==> src/shared/imu_timing_pkg.sv <==
// constants and types for the inertial sensor timing controller
// assumes a 10 MHz system clock; times converted here to clock cycles or to base sample ticks
package imu_timing_pkg;
   localparam int unsigned CLK_HZ = 10_000_000;
   localparam int unsigned CLK_NS = 1_000_000_000 / CLK_HZ;
   // mode threshold on the sample period setting
   localparam logic [7:0] LOW_POWER_MIN = 8'h0A;
   localparam logic [7:0] PERIOD_RESET = 8'h01;
   localparam logic [7:0] PERIOD_MAX = 8'hFF;
   // functional times in ms
   localparam int unsigned START_NORM_MS = 180;
   localparam int unsigned START_LP_MS = 250;
   localparam int unsigned SLEEP_NORM_MS = 4;
   localparam int unsigned SLEEP_LP_MS = 9;
   localparam int unsigned FLASH_NORM_MS = 17;
   localparam int unsigned FLASH_LP_MS = 90;
   // sample clock tick: 819.2 SPS base at setting 1, in ns per tick
   localparam int unsigned BASE_TICK_NS = 1_220_703;
   localparam int unsigned BASE_TICK_CYC = BASE_TICK_NS / CLK_NS;
   // sync to data ready, us
   localparam int unsigned SYNC_DRDY_US = 600;
   localparam int unsigned SYNC_DRDY_CYC = SYNC_DRDY_US * 1000 / CLK_NS;
   // data ready pulse width, us
   localparam int unsigned DRDY_PULSE_US = 10;
   localparam int unsigned DRDY_PULSE_CYC = DRDY_PULSE_US * 1000 / CLK_NS;
   // waits in sample ticks at the base rate (rounded up)
   localparam int unsigned TICK_US = BASE_TICK_NS / 1000;
   localparam int unsigned SLEEP_NORM_TK =
      (SLEEP_NORM_MS * 1000 + TICK_US - 1) / TICK_US;
   localparam int unsigned SLEEP_LP_TK =
      (SLEEP_LP_MS * 1000 + TICK_US - 1) / TICK_US;
   localparam int unsigned FLASH_NORM_TK =
      (FLASH_NORM_MS * 1000 + TICK_US - 1) / TICK_US;
   localparam int unsigned FLASH_LP_TK =
      (FLASH_LP_MS * 1000 + TICK_US - 1) / TICK_US;
   localparam int unsigned START_NORM_TK =
      (START_NORM_MS * 1000 + TICK_US - 1) / TICK_US;
   localparam int unsigned START_LP_TK =
      (START_LP_MS * 1000 + TICK_US - 1) / TICK_US;
   localparam int unsigned SPI_BITS = 16;
   localparam logic [6:0] ADDR_RESET = 7'h00;

   typedef enum logic [1:0] {
      ST_START, ST_RUN, ST_SLEEP, ST_WAIT
   } state_t;

   typedef struct packed {
      logic rd_valid;
      logic [6:0] addr;
   } spi_cmd_t;
endpackage : imu_timing_pkg

==> src/rtl/inertial_sensor_timing_ctrl.sv <==
// timing controller: mode select, start/sleep/flash waits, sync pacing,
// data ready and a 16-bit mode-3 spi slave reading a small register set
// assumes spi pins and sync come from another domain, sampled by clk
`timescale 1ns/1ps

// Functional notes
// setting up to 0x09 is normal mode; 0x0A and above low power
// data appears 180 ms (normal) or 250 ms (low power) after power-on
// sleep exit resumes data after 4 ms normal or 9 ms low power
// flash test lasts 17 ms normal or 90 ms low power
// conversion rate derived from setting 0x01..0xFF, 819.2 down to 0.413 SPS; code divides the base by the setting, 3.21 SPS at 0xFF
// external sync of 0.8 to 1.2 kHz paces sampling, slower still works
// master holds sync high 5 us and spaces pulses 833 us
// data ready rises about 600 us after a sync edge
// master stalls 9 us (normal) or 75 us (low power) between frames
// master holds chip select low 20 us to wake from sleep
// serial data input sampled on rising spi clock edge
// spi mode 3, msb first, 16-bit frames
// each sample cycle loads output data and pulses data ready
// read is two frames: flag 0 plus 7-bit address, data next frame
// data ready quiet and outputs frozen during any wait
// waits counted in sample ticks with mode-chosen terminal value
module inertial_sensor_timing_ctrl
   import imu_timing_pkg::*;
#(
   parameter int unsigned START_NORM_TICKS = START_NORM_TK,
   parameter int unsigned START_LP_TICKS = START_LP_TK,
   parameter int unsigned TICK_CYCLES = BASE_TICK_CYC
) (
   input wire logic clk, // 10 MHz
   input wire logic rst, // async, high
   input wire logic [7:0] sample_period_setting, // rate setting
   input wire logic ext_sync_en, // pace from sync input
   input wire logic sync_clock_input, // external sync pin
   input wire logic sleep_req, // enter sleep
   input wire logic flash_test_req, // start flash test pulse
   input wire logic [15:0] sensor_data, // next sample value
   input wire logic sclk, // spi clock
   input wire logic cs_n, // spi chip select
   input wire logic mosi, // spi data in
   output logic miso, // spi data out
   output logic data_ready_pin, // data ready pulse
   output logic low_power_mode, // mode indicator
   output logic busy // wait or sleep in progress
);
   initial begin
      if (TICK_CYCLES < 2 || START_NORM_TICKS < 1 || START_LP_TICKS < 1)
         $error("bad timing parameters");
   end

   // --------------------------------------------------------------
   // input synchronisers
   // --------------------------------------------------------------
   logic [1:0] sclk_s_q, cs_s_q, mosi_s_q, sync_s_q;
   logic sclk_p_q, sync_p_q, cs_p_q;
   always_ff @(posedge clk or posedge rst) begin
      if (rst) begin
         sclk_s_q <= 2'h3;
         cs_s_q <= 2'h3;
         mosi_s_q <= 2'h0;
         sync_s_q <= 2'h0;
         sclk_p_q <= 1'b1;
         sync_p_q <= 1'b0;
         cs_p_q <= 1'b1;
      end else begin
         sclk_s_q <= {sclk_s_q[0], sclk};
         cs_s_q <= {cs_s_q[0], cs_n};
         mosi_s_q <= {mosi_s_q[0], mosi};
         sync_s_q <= {sync_s_q[0], sync_clock_input};
         sclk_p_q <= sclk_s_q[1];
         sync_p_q <= sync_s_q[1];
         cs_p_q <= cs_s_q[1];
      end
   end
   wire sclk_rise = sclk_s_q[1] & ~sclk_p_q;
   wire sclk_fall = ~sclk_s_q[1] & sclk_p_q;
   wire sync_rise = sync_s_q[1] & ~sync_p_q;
   wire cs_fall = ~cs_s_q[1] & cs_p_q;
   wire cs_act = ~cs_s_q[1];
   wire lp = (sample_period_setting >= LOW_POWER_MIN);

   // --------------------------------------------------------------
   // sample tick and mode-dependent waits
   // --------------------------------------------------------------
   state_t st_q, st_d;
   logic [31:0] tick_cnt_q, tick_cnt_d;
   logic [7:0] div_q, div_d;
   logic [31:0] wait_q, wait_d;
   logic [31:0] sync_cnt_q, sync_cnt_d;
   logic sync_pend_q, sync_pend_d;
   logic [15:0] drdy_cnt_q, drdy_cnt_d;
   logic [15:0] out_q, out_d;
   logic drdy_q, drdy_d, lp_q, busy_q, busy_d;
   logic base_tick, sample_evt;
   logic [7:0] per;

   always_comb begin
      per = (sample_period_setting == 8'h00) ? PERIOD_RESET
                                               : sample_period_setting;
      base_tick = (tick_cnt_q == TICK_CYCLES - 1);
      tick_cnt_d = base_tick ? 32'h0 : tick_cnt_q + 32'h1;
      div_d = div_q;
      sample_evt = 1'b0;
      if (base_tick) begin
         // rate = base / setting, 0x01..0xFF
         if (div_q + 8'h01 >= per) begin
            div_d = 8'h00;
            sample_evt = ~ext_sync_en;
         end else begin
            div_d = div_q + 8'h01;
         end
      end
      sync_pend_d = sync_pend_q;
      sync_cnt_d = sync_cnt_q;
      if (ext_sync_en && sync_rise) begin
         sync_pend_d = 1'b1;
         sync_cnt_d = 32'h0;
      end else if (sync_pend_q) begin
         if (sync_cnt_q == SYNC_DRDY_CYC - 1) begin
            sync_pend_d = 1'b0;
            sample_evt = 1'b1;
         end else begin
            sync_cnt_d = sync_cnt_q + 32'h1;
         end
      end
      st_d = st_q;
      wait_d = wait_q;
      case (st_q)
         ST_START, ST_WAIT: begin
            if (base_tick) begin
               if (wait_q <= 32'h1) begin
                  st_d = ST_RUN;
                  wait_d = 32'h0;
               end else begin
                  wait_d = wait_q - 32'h1;
               end
            end
         end
         ST_RUN: begin
            if (sleep_req) begin
               st_d = ST_SLEEP;
            end else if (flash_test_req) begin
               st_d = ST_WAIT;
               wait_d = lp ? FLASH_LP_TK : FLASH_NORM_TK;
            end
         end
         ST_SLEEP: begin
            if (cs_fall || !sleep_req) begin
               st_d = ST_WAIT;
               wait_d = lp ? SLEEP_LP_TK : SLEEP_NORM_TK;
            end
         end
         default: st_d = ST_START;
      endcase
      busy_d = (st_d != ST_RUN);
      out_d = out_q;
      drdy_d = drdy_q;
      drdy_cnt_d = drdy_cnt_q;
      if (drdy_q) begin
         if (drdy_cnt_q == DRDY_PULSE_CYC - 1) begin
            drdy_d = 1'b0;
         end else begin
            drdy_cnt_d = drdy_cnt_q + 16'h1;
         end
      end
      if (sample_evt && st_q == ST_RUN) begin
         out_d = sensor_data;
         drdy_d = 1'b1;
         drdy_cnt_d = 16'h0;
      end
      if (st_q != ST_RUN) begin
         drdy_d = 1'b0;
      end
   end

   // start wait caught one cycle after release, never from a port at reset
   logic start_arm_q;
   always_ff @(posedge clk or posedge rst) begin
      if (rst) begin
         st_q <= ST_START;
         tick_cnt_q <= 32'h0;
         div_q <= 8'h00;
         wait_q <= 32'h0;
         start_arm_q <= 1'b1;
         sync_cnt_q <= 32'h0;
         sync_pend_q <= 1'b0;
         drdy_cnt_q <= 16'h0;
         out_q <= 16'h0;
         drdy_q <= 1'b0;
         lp_q <= 1'b0;
         busy_q <= 1'b1;
      end else begin
         st_q <= st_d;
         tick_cnt_q <= tick_cnt_d;
         div_q <= div_d;
         start_arm_q <= 1'b0;
         wait_q <= start_arm_q ? (lp ? START_LP_TICKS : START_NORM_TICKS)
                               : wait_d;
         sync_cnt_q <= sync_cnt_d;
         sync_pend_q <= sync_pend_d;
         drdy_cnt_q <= drdy_cnt_d;
         out_q <= out_d;
         drdy_q <= drdy_d;
         lp_q <= lp;
         busy_q <= busy_d;
      end
   end

   // --------------------------------------------------------------
   // spi slave, mode 3, msb first, 16 bit
   // --------------------------------------------------------------
   logic [15:0] rx_q, rx_d, tx_q, tx_d;
   logic [3:0] bit_q, bit_d;
   spi_cmd_t cmd_q, cmd_d;
   logic miso_q, miso_d;
   always_comb begin
      rx_d = rx_q;
      tx_d = tx_q;
      bit_d = bit_q;
      cmd_d = cmd_q;
      miso_d = miso_q;
      if (!cs_act) begin
         bit_d = 4'h0;
      end else begin
         if (sclk_fall) begin
            miso_d = tx_q[15];
            tx_d = {tx_q[14:0], 1'b0};
         end
         if (sclk_rise) begin
            rx_d = {rx_q[14:0], mosi_s_q[1]};
            bit_d = bit_q + 4'h1;
            if (bit_q == 4'(SPI_BITS - 1)) begin
               cmd_d.rd_valid = ~rx_q[14];
               cmd_d.addr = rx_q[13:7];
               // odd address reads high byte swapped to low
               tx_d = cmd_d.addr[0] ? {8'h00, out_q[15:8]} : out_q;
               if (!cmd_d.rd_valid) begin
                  tx_d = 16'h0000;
               end
            end
         end
      end
   end
   always_ff @(posedge clk or posedge rst) begin
      if (rst) begin
         rx_q <= 16'h0;
         tx_q <= 16'h0;
         bit_q <= 4'h0;
         cmd_q <= '{rd_valid: 1'b0, addr: ADDR_RESET};
         miso_q <= 1'b0;
      end else begin
         rx_q <= rx_d;
         tx_q <= tx_d;
         bit_q <= bit_d;
         cmd_q <= cmd_d;
         miso_q <= miso_d;
      end
   end

   assign miso = miso_q;
   assign data_ready_pin = drdy_q;
   assign low_power_mode = lp_q;
   assign busy = busy_q;

   // --------------------------------------------------------------
   // assertions
   // --------------------------------------------------------------
   property p_quiet_wait;
      @(posedge clk) disable iff (rst) (st_q != ST_RUN) |=> !drdy_q;
   endproperty
   a_quiet_wait: assert property (p_quiet_wait)
      else $error("data ready during wait");
   property p_frozen;
      @(posedge clk) disable iff (rst) (st_q != ST_RUN) |=> $stable(out_q);
   endproperty
   a_frozen: assert property (p_frozen)
      else $error("output changed during wait");
   property p_mode;
      @(posedge clk) disable iff (rst)
         (sample_period_setting >= 8'h0A) |=> lp_q;
   endproperty
   a_mode: assert property (p_mode)
      else $error("low power mode not shown");
   // helper for the sync check: age of the last accepted sync edge and
   // whether the block stayed running since; too long to unroll as a sequence
   logic [15:0] sync_age_q, sync_age_d;
   logic sync_run_q, sync_run_d;
   always_comb begin
      sync_age_d = sync_age_q;
      sync_run_d = sync_run_q && (st_q == ST_RUN);
      if (ext_sync_en && sync_rise) begin
         sync_age_d = 16'h1;
         sync_run_d = (st_q == ST_RUN);
      end else if (sync_age_q != 16'h0 && sync_age_q != 16'hFFFF) begin
         sync_age_d = sync_age_q + 16'h1;
      end
   end
   always_ff @(posedge clk or posedge rst) begin
      if (rst) begin
         sync_age_q <= 16'h0;
         sync_run_q <= 1'b0;
      end else begin
         sync_age_q <= sync_age_d;
         sync_run_q <= sync_run_d;
      end
   end
   property p_sync;
      @(posedge clk) disable iff (rst)
         (sync_age_q == 16'(SYNC_DRDY_CYC + 1) && sync_run_q) |-> drdy_q;
   endproperty
   a_sync: assert property (p_sync)
      else $error("no data ready after sync");
   property p_flash;
      @(posedge clk) disable iff (rst)
         (st_q == ST_RUN && !sleep_req && flash_test_req)
         |=> wait_q == (lp ? FLASH_LP_TK : FLASH_NORM_TK);
   endproperty
   a_flash: assert property (p_flash)
      else $error("flash wait wrong");
   property p_sleep;
      @(posedge clk) disable iff (rst)
         (st_q == ST_SLEEP && cs_fall)
         |=> wait_q == (lp ? SLEEP_LP_TK : SLEEP_NORM_TK);
   endproperty
   a_sleep: assert property (p_sleep)
      else $error("sleep wait wrong");
   property p_wait_step;
      @(posedge clk) disable iff (rst)
         (st_q == ST_WAIT && base_tick && wait_q > 1) |=>
         wait_q == $past(wait_q) - 1;
   endproperty
   a_wait_step: assert property (p_wait_step)
      else $error("wait counter not stepping");
   property p_rx;
      @(posedge clk) disable iff (rst)
         (cs_act && sclk_rise) |=> rx_q[0] == $past(mosi_s_q[1]);
   endproperty
   a_rx: assert property (p_rx)
      else $error("mosi not sampled");
   property p_load;
      @(posedge clk) disable iff (rst)
         (sample_evt && st_q == ST_RUN)
         |=> drdy_q && out_q == $past(sensor_data);
   endproperty
   a_load: assert property (p_load)
      else $error("sample not loaded");
   c_drdy: cover property (@(posedge clk) disable iff (rst) $rose(drdy_q));
   c_sleep: cover property (@(posedge clk) disable iff (rst)
      st_q == ST_SLEEP ##1 st_q == ST_WAIT);
   c_frame: cover property (@(posedge clk) disable iff (rst)
      cs_act && sclk_rise && bit_q == 4'hF);
endmodule : inertial_sensor_timing_ctrl

==> config.mk <==
export PLATFORM = sky130hd
export DESIGN_NAME = inertial_sensor_timing_ctrl
export DESIGN_NICKNAME = d
export VERILOG_FILES = /design/src/shared/imu_timing_pkg.sv /design/src/rtl/inertial_sensor_timing_ctrl.sv
export SDC_FILE = /design/constraint.sdc
export NUM_CORES = 1
export LEC_CHECK = 0
export BUFFER_PORTS_ARGS = -buffer_cell sky130_fd_sc_hd__buf_4
export CORE_MARGIN = 4
export CORE_UTILIZATION = 55
export DETAILED_ROUTE_END_ITERATION = 7
export PLACE_DENSITY_LB_ADDON = 0.2
export SYNTH_ARGS = -nofsm -noshare
export SYNTH_HDL_FRONTEND = slang
export SYNTH_SLANG_ARGS = --single-unit
==> constraint.sdc <==
create_clock -name clk -period 9.05 [get_ports clk]
set_input_delay 1.81 -clock clk [delete_from_list [all_inputs] [get_ports clk]]
set_output_delay 1.81 -clock clk [all_outputs]
set_load 0.005 [all_outputs]
==> results of run 1 <==
==> cell families after synthesis <==
logic type / synth area share, %
AO/OA/AOI/OAI: 12.6
XOR/XNOR: 5.94
adder cells (fa/ha/maj): 2.44
buffers and inverters: 3.18
flip-flops: 49.0
multiplexers: 4.94
other: 0.0385
AND/OR/NAND/NOR: 21.9
==> power by group <==
part           leakage, nW  internal [mW]  switching [mW]
registers             2.43          0.908          0.0650
logic                 1.94          0.174           0.296
clock network        0.297          0.426           0.349
==> through the flow <==
step	cells	util [%]	cell area [µm²]	power, mW	hold slack [ns]
final	1214	62.2	10800	2.22	0.353
after global placement	1182	58.6	10100	1.45	0.336
after CTS	1214	62.2	10800	2.23	0.353
after detailed placement	1182	58.6	10100	1.45	0.337
after global routing	1214	62.2	10800	2.34	0.362
after floorplan	957	-	9730	1.33	0.331
==> worst reg2reg max path, stage by stage (launching register included) <==
cell and delay [ns]:
dfrtp_1 0.47, ha_1 0.27, nand3_1 0.16, nor3_1 0.21, xor2_1 0.25, ha_1 0.29
a21o_1 0.19, a221oi_2 0.66, o32ai_4 0.16, buf_4 0.29, mux2_1 0.37
==> flip-flops by register name (all words and copies together), names as in the netlist, 2 cells and up <==
name        flops
out_q          16
div_q           8
mosi_s_q        2
tick_cnt_q     32
cs_s_q          2
rx_q           15
st_q            2
tx_q           16
sync_s_q        2
wait_q         32
bit_q           4
sclk_s_q        2
drdy_cnt_q     16
sync_cnt_q     32
==> metal layers <==
layer  vias up  track usage (%)  part of all wire [%]
met4         0             5.35                   1.3
met2       151             32.0                    47
met5         -                0                     0
met1      3542             28.7                    47
li1       3540                -                     -
met3        20             5.12                   4.3
==> cell usage in the layout (no fill, tap or decap), drive strengths merged, types with 8 or more instances in the layout <==
cell type  instances
a21o               8
a21oi             33
a22oi             25
and3              12
and4              10
buf               42
clkbuf            19
dfrtp            182
dfstp              8
ha                19
inv               36
mux2              32
mux2i             12
nand2             65
nand3             38
nand4             25
nor2              86
nor3              23
nor4              17
o21ai             41
o31ai             26
or2                9
or3               33
or4               31
xnor2             37
xor2              29
==> area by class of cell <==
type / instances / area (µm²) / share of cell area (%)
clock buffers: 19 / 443 / 4.12
flip-flops and latches: 190 / 4760 / 44.3
inverters: 30 / 120 / 1.12
well taps: 225 / 282 / 2.62
repair buffers: 42 / 315 / 2.93
multi-input cells: 695 / 4660 / 43.3
clock inverters: 13 / 170 / 1.58
==> final timing paths <==
| kind | slack, ns | endpoint | start |
|---|---|---|---|
| max | 4.84 | out_q[10]$_DFFE_PP0N_ | sample_period_setting[7] |
| max reg2reg | 5.62 | out_q[10]$_DFFE_PP0N_ | div_q[0]$_DFFE_PP0N_ |
| min | 0.35 | mosi_s_q[1]$_DFF_PP0_ | mosi_s_q[0]$_DFF_PP0_ |
| min reg2reg | 0.35 | mosi_s_q[1]$_DFF_PP0_ | mosi_s_q[0]$_DFF_PP0_ |
| max in group asynchronous | 6.06 | wait_q[15]$_DFFE_PP0P_ | rst |
| min in group asynchronous | 1.53 | sync_cnt_q[31]$_DFFE_PP0P_ | rst |
==> impl_metrics.tcl, run 1 <==
set metrics [dict create \
    synth_flop_cell "dfrtp_1" \
    syn_nets 1009 \
    end_kind "flop" \
    vias 7253 \
    tightest_slew_ns 1.21 \
    avgViaCountPerCell 5.97 \
    path_cells "buf_4 > nor4_1 > a41o_1 > ha_1 > nor2b_1 > o21ai_0 > a221oi_2 > o32ai_4 > buf_4 > mux2_1" \
    slew_headroom_pct 19.5 \
    yosys.area.top_type "dfrtp_1" \
    diodes 0 \
    clock_latency_ns 0.44 \
    cts-root-buf "clkbuf_16" \
    cp_max_fo 33 \
    initial_core_util_pct 56.2 \
    period_share_pct 46.5 \
    synthMostInstantiatedCell "dfrtp_1" \
    drt-initial-drc-count 508 \
    dpl.hpwl_um 12600 \
    setup_slack_ns 4.84 \
    layout.nets 1028 \
    area_delta_synth_final_pct 10.5 \
    power_leakage_nw 4.66 \
    yosysWarnings 0 \
    grt_util_all_layers_pct 20.4 \
    synth_top_area_share_pct 46.8 \
    rsz0062_at_grt "no" \
    post_cts_resized 0 \
    pwr_density_cell_mw_per_mm2 206 \
    ant_nets 0 \
    path_class "input pin to flop" \
    rr_worst_depth 10 \
    grt_pass1_vias 7008 \
    setup_viol 0 \
    synth-edff-count 0 \
    post_cts_buffers 0 \
    core_area_mm2 0.0173 \
    crit_top_cell "buf_4" \
    h-tree-depth 4 \
    die_y_um 141 \
    grt_pass1_wl_um 33800 \
    cap_violations 0 \
    grt_overflow 0 \
    die-area_mm2 0.0199 \
    drv_slew 0 \
    path_clk_slew_ns 0.08 \
    die_x_um 141 \
    postCtsHoldBufs 0 \
    drtPass1Iterations 5 \
    io_buffers 36 \
    hp-class "flop to flop" \
    start_kind "input pin" \
    crit_slowest_cell "a221oi_2" \
    gp_congestion 0.813 \
    cts_buffers 17 \
    worstPathRequired_ns 9.38 \
    worstPathArrival_ns 4.54 \
    ios 37 \
    drive_above_1_share_pct 13.1 \
    pre_cts_slack_ns 4.41 \
    netlist_area_mm2 0.00973 \
    tns_ns 0 \
    fin_crit_ns 4.21 \
    vdd_drop_max_uv 150 \
    critPathMaxStageDelay_ns 0.67 \
    syn-instance-count 957 \
    wl_per_cell_um 16.0 \
    antenna_found_initial 0 \
    async_reset_ff_share_pct 100 \
    clkSinkCount 190 \
    fin_skew_ns 0.0141 \
    ys_types 75 \
    yosys-top-cells-area "dfrtp_1 (47%), xnor2_1 (3.3%), nor2_1 (3.3%)" \
    avgSynthCellArea_um2 10.2 \
    status "finished, final reports clean" \
    cp.depth 10 \
    fmaxAchievable_mhz 237 \
    finalHoldViolCount 0 \
    totalWireLength_um 19500 \
    n_fill_cell 1432 \
    synth_seq_cells 190 \
    cts_tree "yes" \
    synth_seq_area_share_pct 49.0 \
    clockBufferDepth 2 \
    cp.buffers_inverters 2 \
    rows 48 \
    grt_max_degree 114 \
    cp_top_family "compound AO/OA/AOI/OAI gates" \
    hold_path_depth 0 \
    drc 0 \
    yosys-top-cells-count "dfrtp_1 (182), nor2_1 (86), nand2_1 (64)" \
]
(Power assumes the default switching activity.)
==> run 2: changes to the inputs <==
==> constraint.sdc (replaced) <==
create_clock -name clk -period 3.5 [get_ports clk]
set_input_delay 0.7 -clock clk [delete_from_list [all_inputs] [get_ports clk]]
set_output_delay 0.7 -clock clk [all_outputs]
set_load 0.005 [all_outputs]
==> run 2 against run 1 <==
Final cell count increased by 0.74%. Combinational power increased to 2.7 times the previous value. Critical endpoint is now out_q[0]$_DFFE_PP0N_. Sequential power increased to 2.6 times the previous value. Largest power group unchanged. Power increased to 2.5 times the previous value. Largest cell class unchanged. Sequential share of layout area decreased by 0.11 points. Flip-flop and latch count unchanged. Global-route usage decreased by 0.63 points. Clock-buffer cell count increased by 1. Worst setup slack got worse by 4.3 ns.
==> impl_metrics.tcl, run 2 (synthesis gave the netlist of run 1 again) <==
set metrics [dict create \
    totalWireLength_um 19500 \
    h-tree-depth 4 \
    gp_congestion 0.861 \
    rsz0062_at_grt "no" \
    avgViaCountPerCell 5.95 \
    stdcell_count 1223 \
    drv_slew 0 \
    period_share_pct 83.4 \
    clock_latency_ns 0.43 \
    die_y_um 141 \
    cp_max_fo 33 \
    fmaxAchievable_mhz 342 \
    cp_top_family "compound AO/OA/AOI/OAI gates" \
    worstPathRequired_ns 3.82 \
    start_kind "flop" \
    drtPass1Iterations 5 \
    wl_per_cell_um 16.0 \
    finalHoldViolCount 0 \
    rows 48 \
    area_delta_synth_final_pct 10.8 \
    path_clk_slew_ns 0.07 \
    cap_violations 0 \
    pwr_density_cell_mw_per_mm2 518 \
    post_cts_resized 0 \
    cts_tree "yes" \
    tns_ns 0 \
    cts_buffers 17 \
    crit_slowest_cell "dfrtp_1" \
    path_class "flop to flop" \
    critPathMaxStageDelay_ns 0.45 \
    slew_headroom_pct 44.0 \
    drive_above_1_share_pct 13.7 \
    ant_nets 0 \
    n_fill_cell 1406 \
    power_leakage_nw 4.67 \
    drc 0 \
    hp-class "flop to flop" \
    cp.buffers_inverters 1 \
    grt_pass1_vias 6780 \
    fin_util_pct 62.3 \
    diodes 0 \
    pre_cts_slack_ns 0.387 \
    clockBufferDepth 2 \
    core_area_mm2 0.0173 \
    clkSinkCount 190 \
    path_cells "nand4_1 > or2_2 > xnor2_1 > ha_1 > a21o_1 > a21o_1 > a221oi_2 > o32ai_4 > buf_12 > mux2_1" \
    fin_skew_ns 0.0133 \
    die-area_mm2 0.0199 \
    tightest_slew_ns 0.839 \
    setup_viol 0 \
    mostFrequentLayoutCells "dfrtp_1 (182), nor2_1 (86), nand2_1 (64)" \
    grt_max_degree 148 \
    vdd_drop_max_uv 384 \
    largestRegisters "sync_cnt_q x32, tick_cnt_q x32, wait_q x32" \
    antenna_found_initial 0 \
    postCtsHoldBufs 0 \
    grt_overflow 0 \
    end_kind "flop" \
    cts-root-buf "clkbuf_16" \
    grt_pass1_wl_um 32800 \
    setup_slack_ns 0.579 \
    initial_core_util_pct 56.2 \
    layout.nets 1037 \
    io_buffers 36 \
    dpl.hpwl_um 12800 \
    final_common_cell "dfrtp_1" \
    dp_cells 1191 \
    worstPathArrival_ns 3.24 \
    status "finished, final reports clean" \
    crit_top_cell "a21o_1" \
    die_x_um 141 \
    ios 37 \
    fin_crit_ns 2.92 \
    drt-initial-drc-count 518 \
    grt_util_all_layers_pct 19.8 \
    vias 7280 \
    post_cts_buffers 0 \
]
-- run 2: layer usage --
metal  GRT usage [%]  part of all wire (%)  up-vias
met1            28.3                    48     3606
met5               0                     0        -
met2            31.0                    47       98
met3            4.61                   3.4       12
met4            4.49                  0.67        0
li1                -                     -     3564
-- run 2: through the flow --
| stage | power [mW] | cell area, µm² | hold WS [ns] |
|---|---|---|---|
| finish | 5.58 | 10800 | 0.351 |
| global route | 5.87 | 10800 | 0.346 |
| CTS | 5.60 | 10800 | 0.354 |
| detailed placement | 3.79 | 10200 | 0.337 |
| global placement | 3.77 | 10200 | 0.333 |
| floorplan | 3.45 | 9730 | 0.331 |
-- run 2: power by group --
group          switching, mW  internal, mW  leakage [nW]  total, mW
clock                  0.882         0.930         0.260       1.81
combinational          0.777         0.474          1.99       1.25
sequential             0.169          2.35          2.43       2.52
-- run 2: layout make-up --
type                    instances  area, µm²  share of cell area (%)
multi-input cells             695       4660                    43.2
inverters                      30        116                    1.08
repair buffers                 51        420                    3.90
well taps                     225        282                    2.61
clock inverters                12        103                   0.951
flip-flops and latches        190       4760                    44.2
clock buffers                  20        437                    4.05
-- run 2: path summary, 6_finish.rpt --
kind	startpoint	end	slack, ns	cells after the start
worst min-delay path	mosi_s_q[0]$_DFF_PP0_	mosi_s_q[1]$_DFF_PP0_	0.35	0
worst max register to register	div_q[0]$_DFFE_PP0N_	out_q[0]$_DFFE_PP0N_	0.58	10
min in group asynchronous	rst	low_power_mode$_DFF_PP0_	0.48	3
worst max-delay path	div_q[0]$_DFFE_PP0N_	out_q[0]$_DFFE_PP0N_	0.58	10
max in group asynchronous	rst	tick_cnt_q[1]$_DFF_PP0_	2.41	3
worst min register to register	mosi_s_q[0]$_DFF_PP0_	mosi_s_q[1]$_DFF_PP0_	0.35	0
==> run 3: changes to the inputs <==
==> constraint.sdc (replaced) <==
create_clock -name clk -period 3 [get_ports clk]
set_input_delay 0.6 -clock clk [delete_from_list [all_inputs] [get_ports clk]]
set_output_delay 0.6 -clock clk [all_outputs]
set_load 0.005 [all_outputs]
==> run 3 against run 2 <==
Clock-buffer cell count shrank 3. Worst setup slack got worse by 0.47 ns. Global-route usage rose by 0.82 points. Sequential power grew 16%. Clock power is 28% higher. Flip-flop and latch count is the same. First-iteration DRC count is 4.8% lower. Design area is 1.9% higher. Die area unchanged. Routed wire length increased by 2.7%. Sequential share of layout area decreased by 0.80 points. Combinational power grew 23%.
==> impl_metrics.tcl, run 3 (synthesis gave the netlist of run 1 again) <==
set metrics [dict create \
    status "finished, final reports clean" \
    post_cts_buffers 0 \
    path_clk_slew_ns 0.08 \
    period_share_pct 96.4 \
    diodes 0 \
    avgViaCountPerCell 6.04 \
    fin_skew_ns 0.0148 \
    largestRegisters "sync_cnt_q x32, tick_cnt_q x32, wait_q x32" \
    mostFrequentLayoutCells "dfrtp_1 (181), nor2_1 (85), nand2_1 (64)" \
    drtPass1Iterations 5 \
    post_cts_resized 0 \
    dp_cells 1202 \
    ios 37 \
    dpl.hpwl_um 13500 \
    fin_util_pct 63.5 \
    cap_violations 0 \
    die_y_um 141 \
    switching_share_pct 32.7 \
    intPower_mw 4.56 \
    drive_above_1_share_pct 15.2 \
    setup_viol 0 \
    initial_core_util_pct 56.2 \
    grt_util_met3_pct 3.90 \
    slew_headroom_pct 41.7 \
    start_kind "flop" \
    drt-initial-drc-count 493 \
    rows 48 \
    path_class "flop to flop" \
    worstPathRequired_ns 3.32 \
    n_fill_cell 1439 \
    met2_usage_pct 33.2 \
    wl_per_cell_um 16.3 \
    area_delta_synth_final_pct 12.9 \
    p_sw_mw 2.21 \
    grt_max_degree 89 \
    fin_crit_ns 2.89 \
    vias 7457 \
    clock_latency_ns 0.44 \
    drv_slew 0 \
    clockBufferDepth 2 \
    grt_pass1_vias 7149 \
    antenna_found_initial 0 \
    power_mw 6.78 \
    h-tree-depth 4 \
    cts_buffers 17 \
    core_area_mm2 0.0173 \
    grt_overflow 0 \
    io_buffers 36 \
    vdd_drop_max_uv 500 \
    final_common_cell "dfrtp_1" \
    postCtsHoldBufs 0 \
    cts_tree "yes" \
    busiest_layer "met2" \
    regArea_mm2 0.00477 \
    drc 0 \
    tightest_slew_ns 0.872 \
    layout.nets 1048 \
    regToRegSetupSlack_ns 0.11 \
    grt_util_all_layers_pct 20.6 \
    grt_pass1_wl_um 34200 \
    p_seq_share_pct 43.1 \
    gp_congestion 0.828 \
    multiInputGateArea_mm2 0.00467 \
    p_comb_share_pct 22.8 \
    use_met1_pct 28.6 \
    end_kind "flop" \
    die_x_um 141 \
    stdcell_count 1234 \
    die-area_mm2 0.0199 \
    finalHoldViolCount 0 \
    ant_nets 0 \
    power_leakage_nw 4.77 \
    pwr_density_cell_mw_per_mm2 617 \
    clkSinkCount 190 \
    cts-root-buf "clkbuf_16" \
    worstPathArrival_ns 3.21 \
    hp-class "input pin to asynchronous set/reset pin" \
    power_frac_clock_pct 34.1 \
    cp_max_fo 26 \
    totalWireLength_um 20100 \
    fmaxAchievable_mhz 346 \
]
run 3: changes by cell type in the layout (fill, tap and decap cells not counted), moves of 3 or more:
cell	delta
inv_6	-6
buf_4	+9
clkbuf_1	-3
inv_8	+5
run 3: stage by stage:
step	cell area (µm²)	hold slack [ns]	setup slack, ns	setup TNS [ns]
2_1_floorplan	9730	0.331	-0.0419	-7.63
3_3_place_gp	10400	0.332	0.0936	0
3_5_place_dp	10400	0.336	-0.0873	-0.872
4_1_cts	11000	0.244	0.0995	0
5_1_grt	11000	0.254	-0.0430	-0.205
6_report	11000	0.239	0.109	0
run 3: per-layer routing:
layer	wire, µm	vias up
met5	0	-
met4	345	0
met3	765	29
met2	9670	144
met1	9300	3693
li1	-	3591
run 3: layout make-up:
type | instances | share of cell area [%]
Clock inverter | 15 | 1.75
Sequential cell | 190 | 43.4
Inverter | 30 | 1.06
Clock buffer | 17 | 3.87
Multi-Input combinational cell | 695 | 42.6
Timing Repair Buffer | 62 | 4.81
Tap cell | 225 | 2.56
run 3: worst paths after layout:
| kind | startpoint | end | cells after the start |
|---|---|---|---|
| min reg2reg | sync_s_q[0]$_DFF_PP0_ | sync_s_q[1]$_DFF_PP0_ | 0 |
| max | div_q[0]$_DFFE_PP0N_ | out_q[7]$_DFFE_PP0N_ | 10 |
| min | rst | sync_cnt_q[15]$_DFFE_PP0P_ | 2 |
| max in group asynchronous | rst | wait_q[11]$_DFFE_PP0P_ | 3 |
| max reg2reg | div_q[0]$_DFFE_PP0N_ | out_q[7]$_DFFE_PP0N_ | 10 |
| min in group clk | mosi | mosi_s_q[0]$_DFF_PP0_ | 1 |
run 3: critical path, cell delays in order, from the launching register on:
cell and delay [ns]:
dfrtp_2 0.42, ha_1 0.23, nand3_1 0.14, nor3_1 0.20
xor2_1 0.23, ha_1 0.28, a21o_1 0.21, a221oi_4 0.39
o32ai_4 0.15, buf_12 0.18, mux2_1 0.33
run 3: power by group through the flow:
stage	Clock [mW]	Combinational (mW)	Sequential (mW)
after floorplan	0	1.12	2.91
after global placement	0	1.50	2.96
after detailed placement	0	1.52	2.97
after CTS	2.36	1.53	2.92
after global routing	2.48	1.70	2.95
final	2.31	1.54	2.92
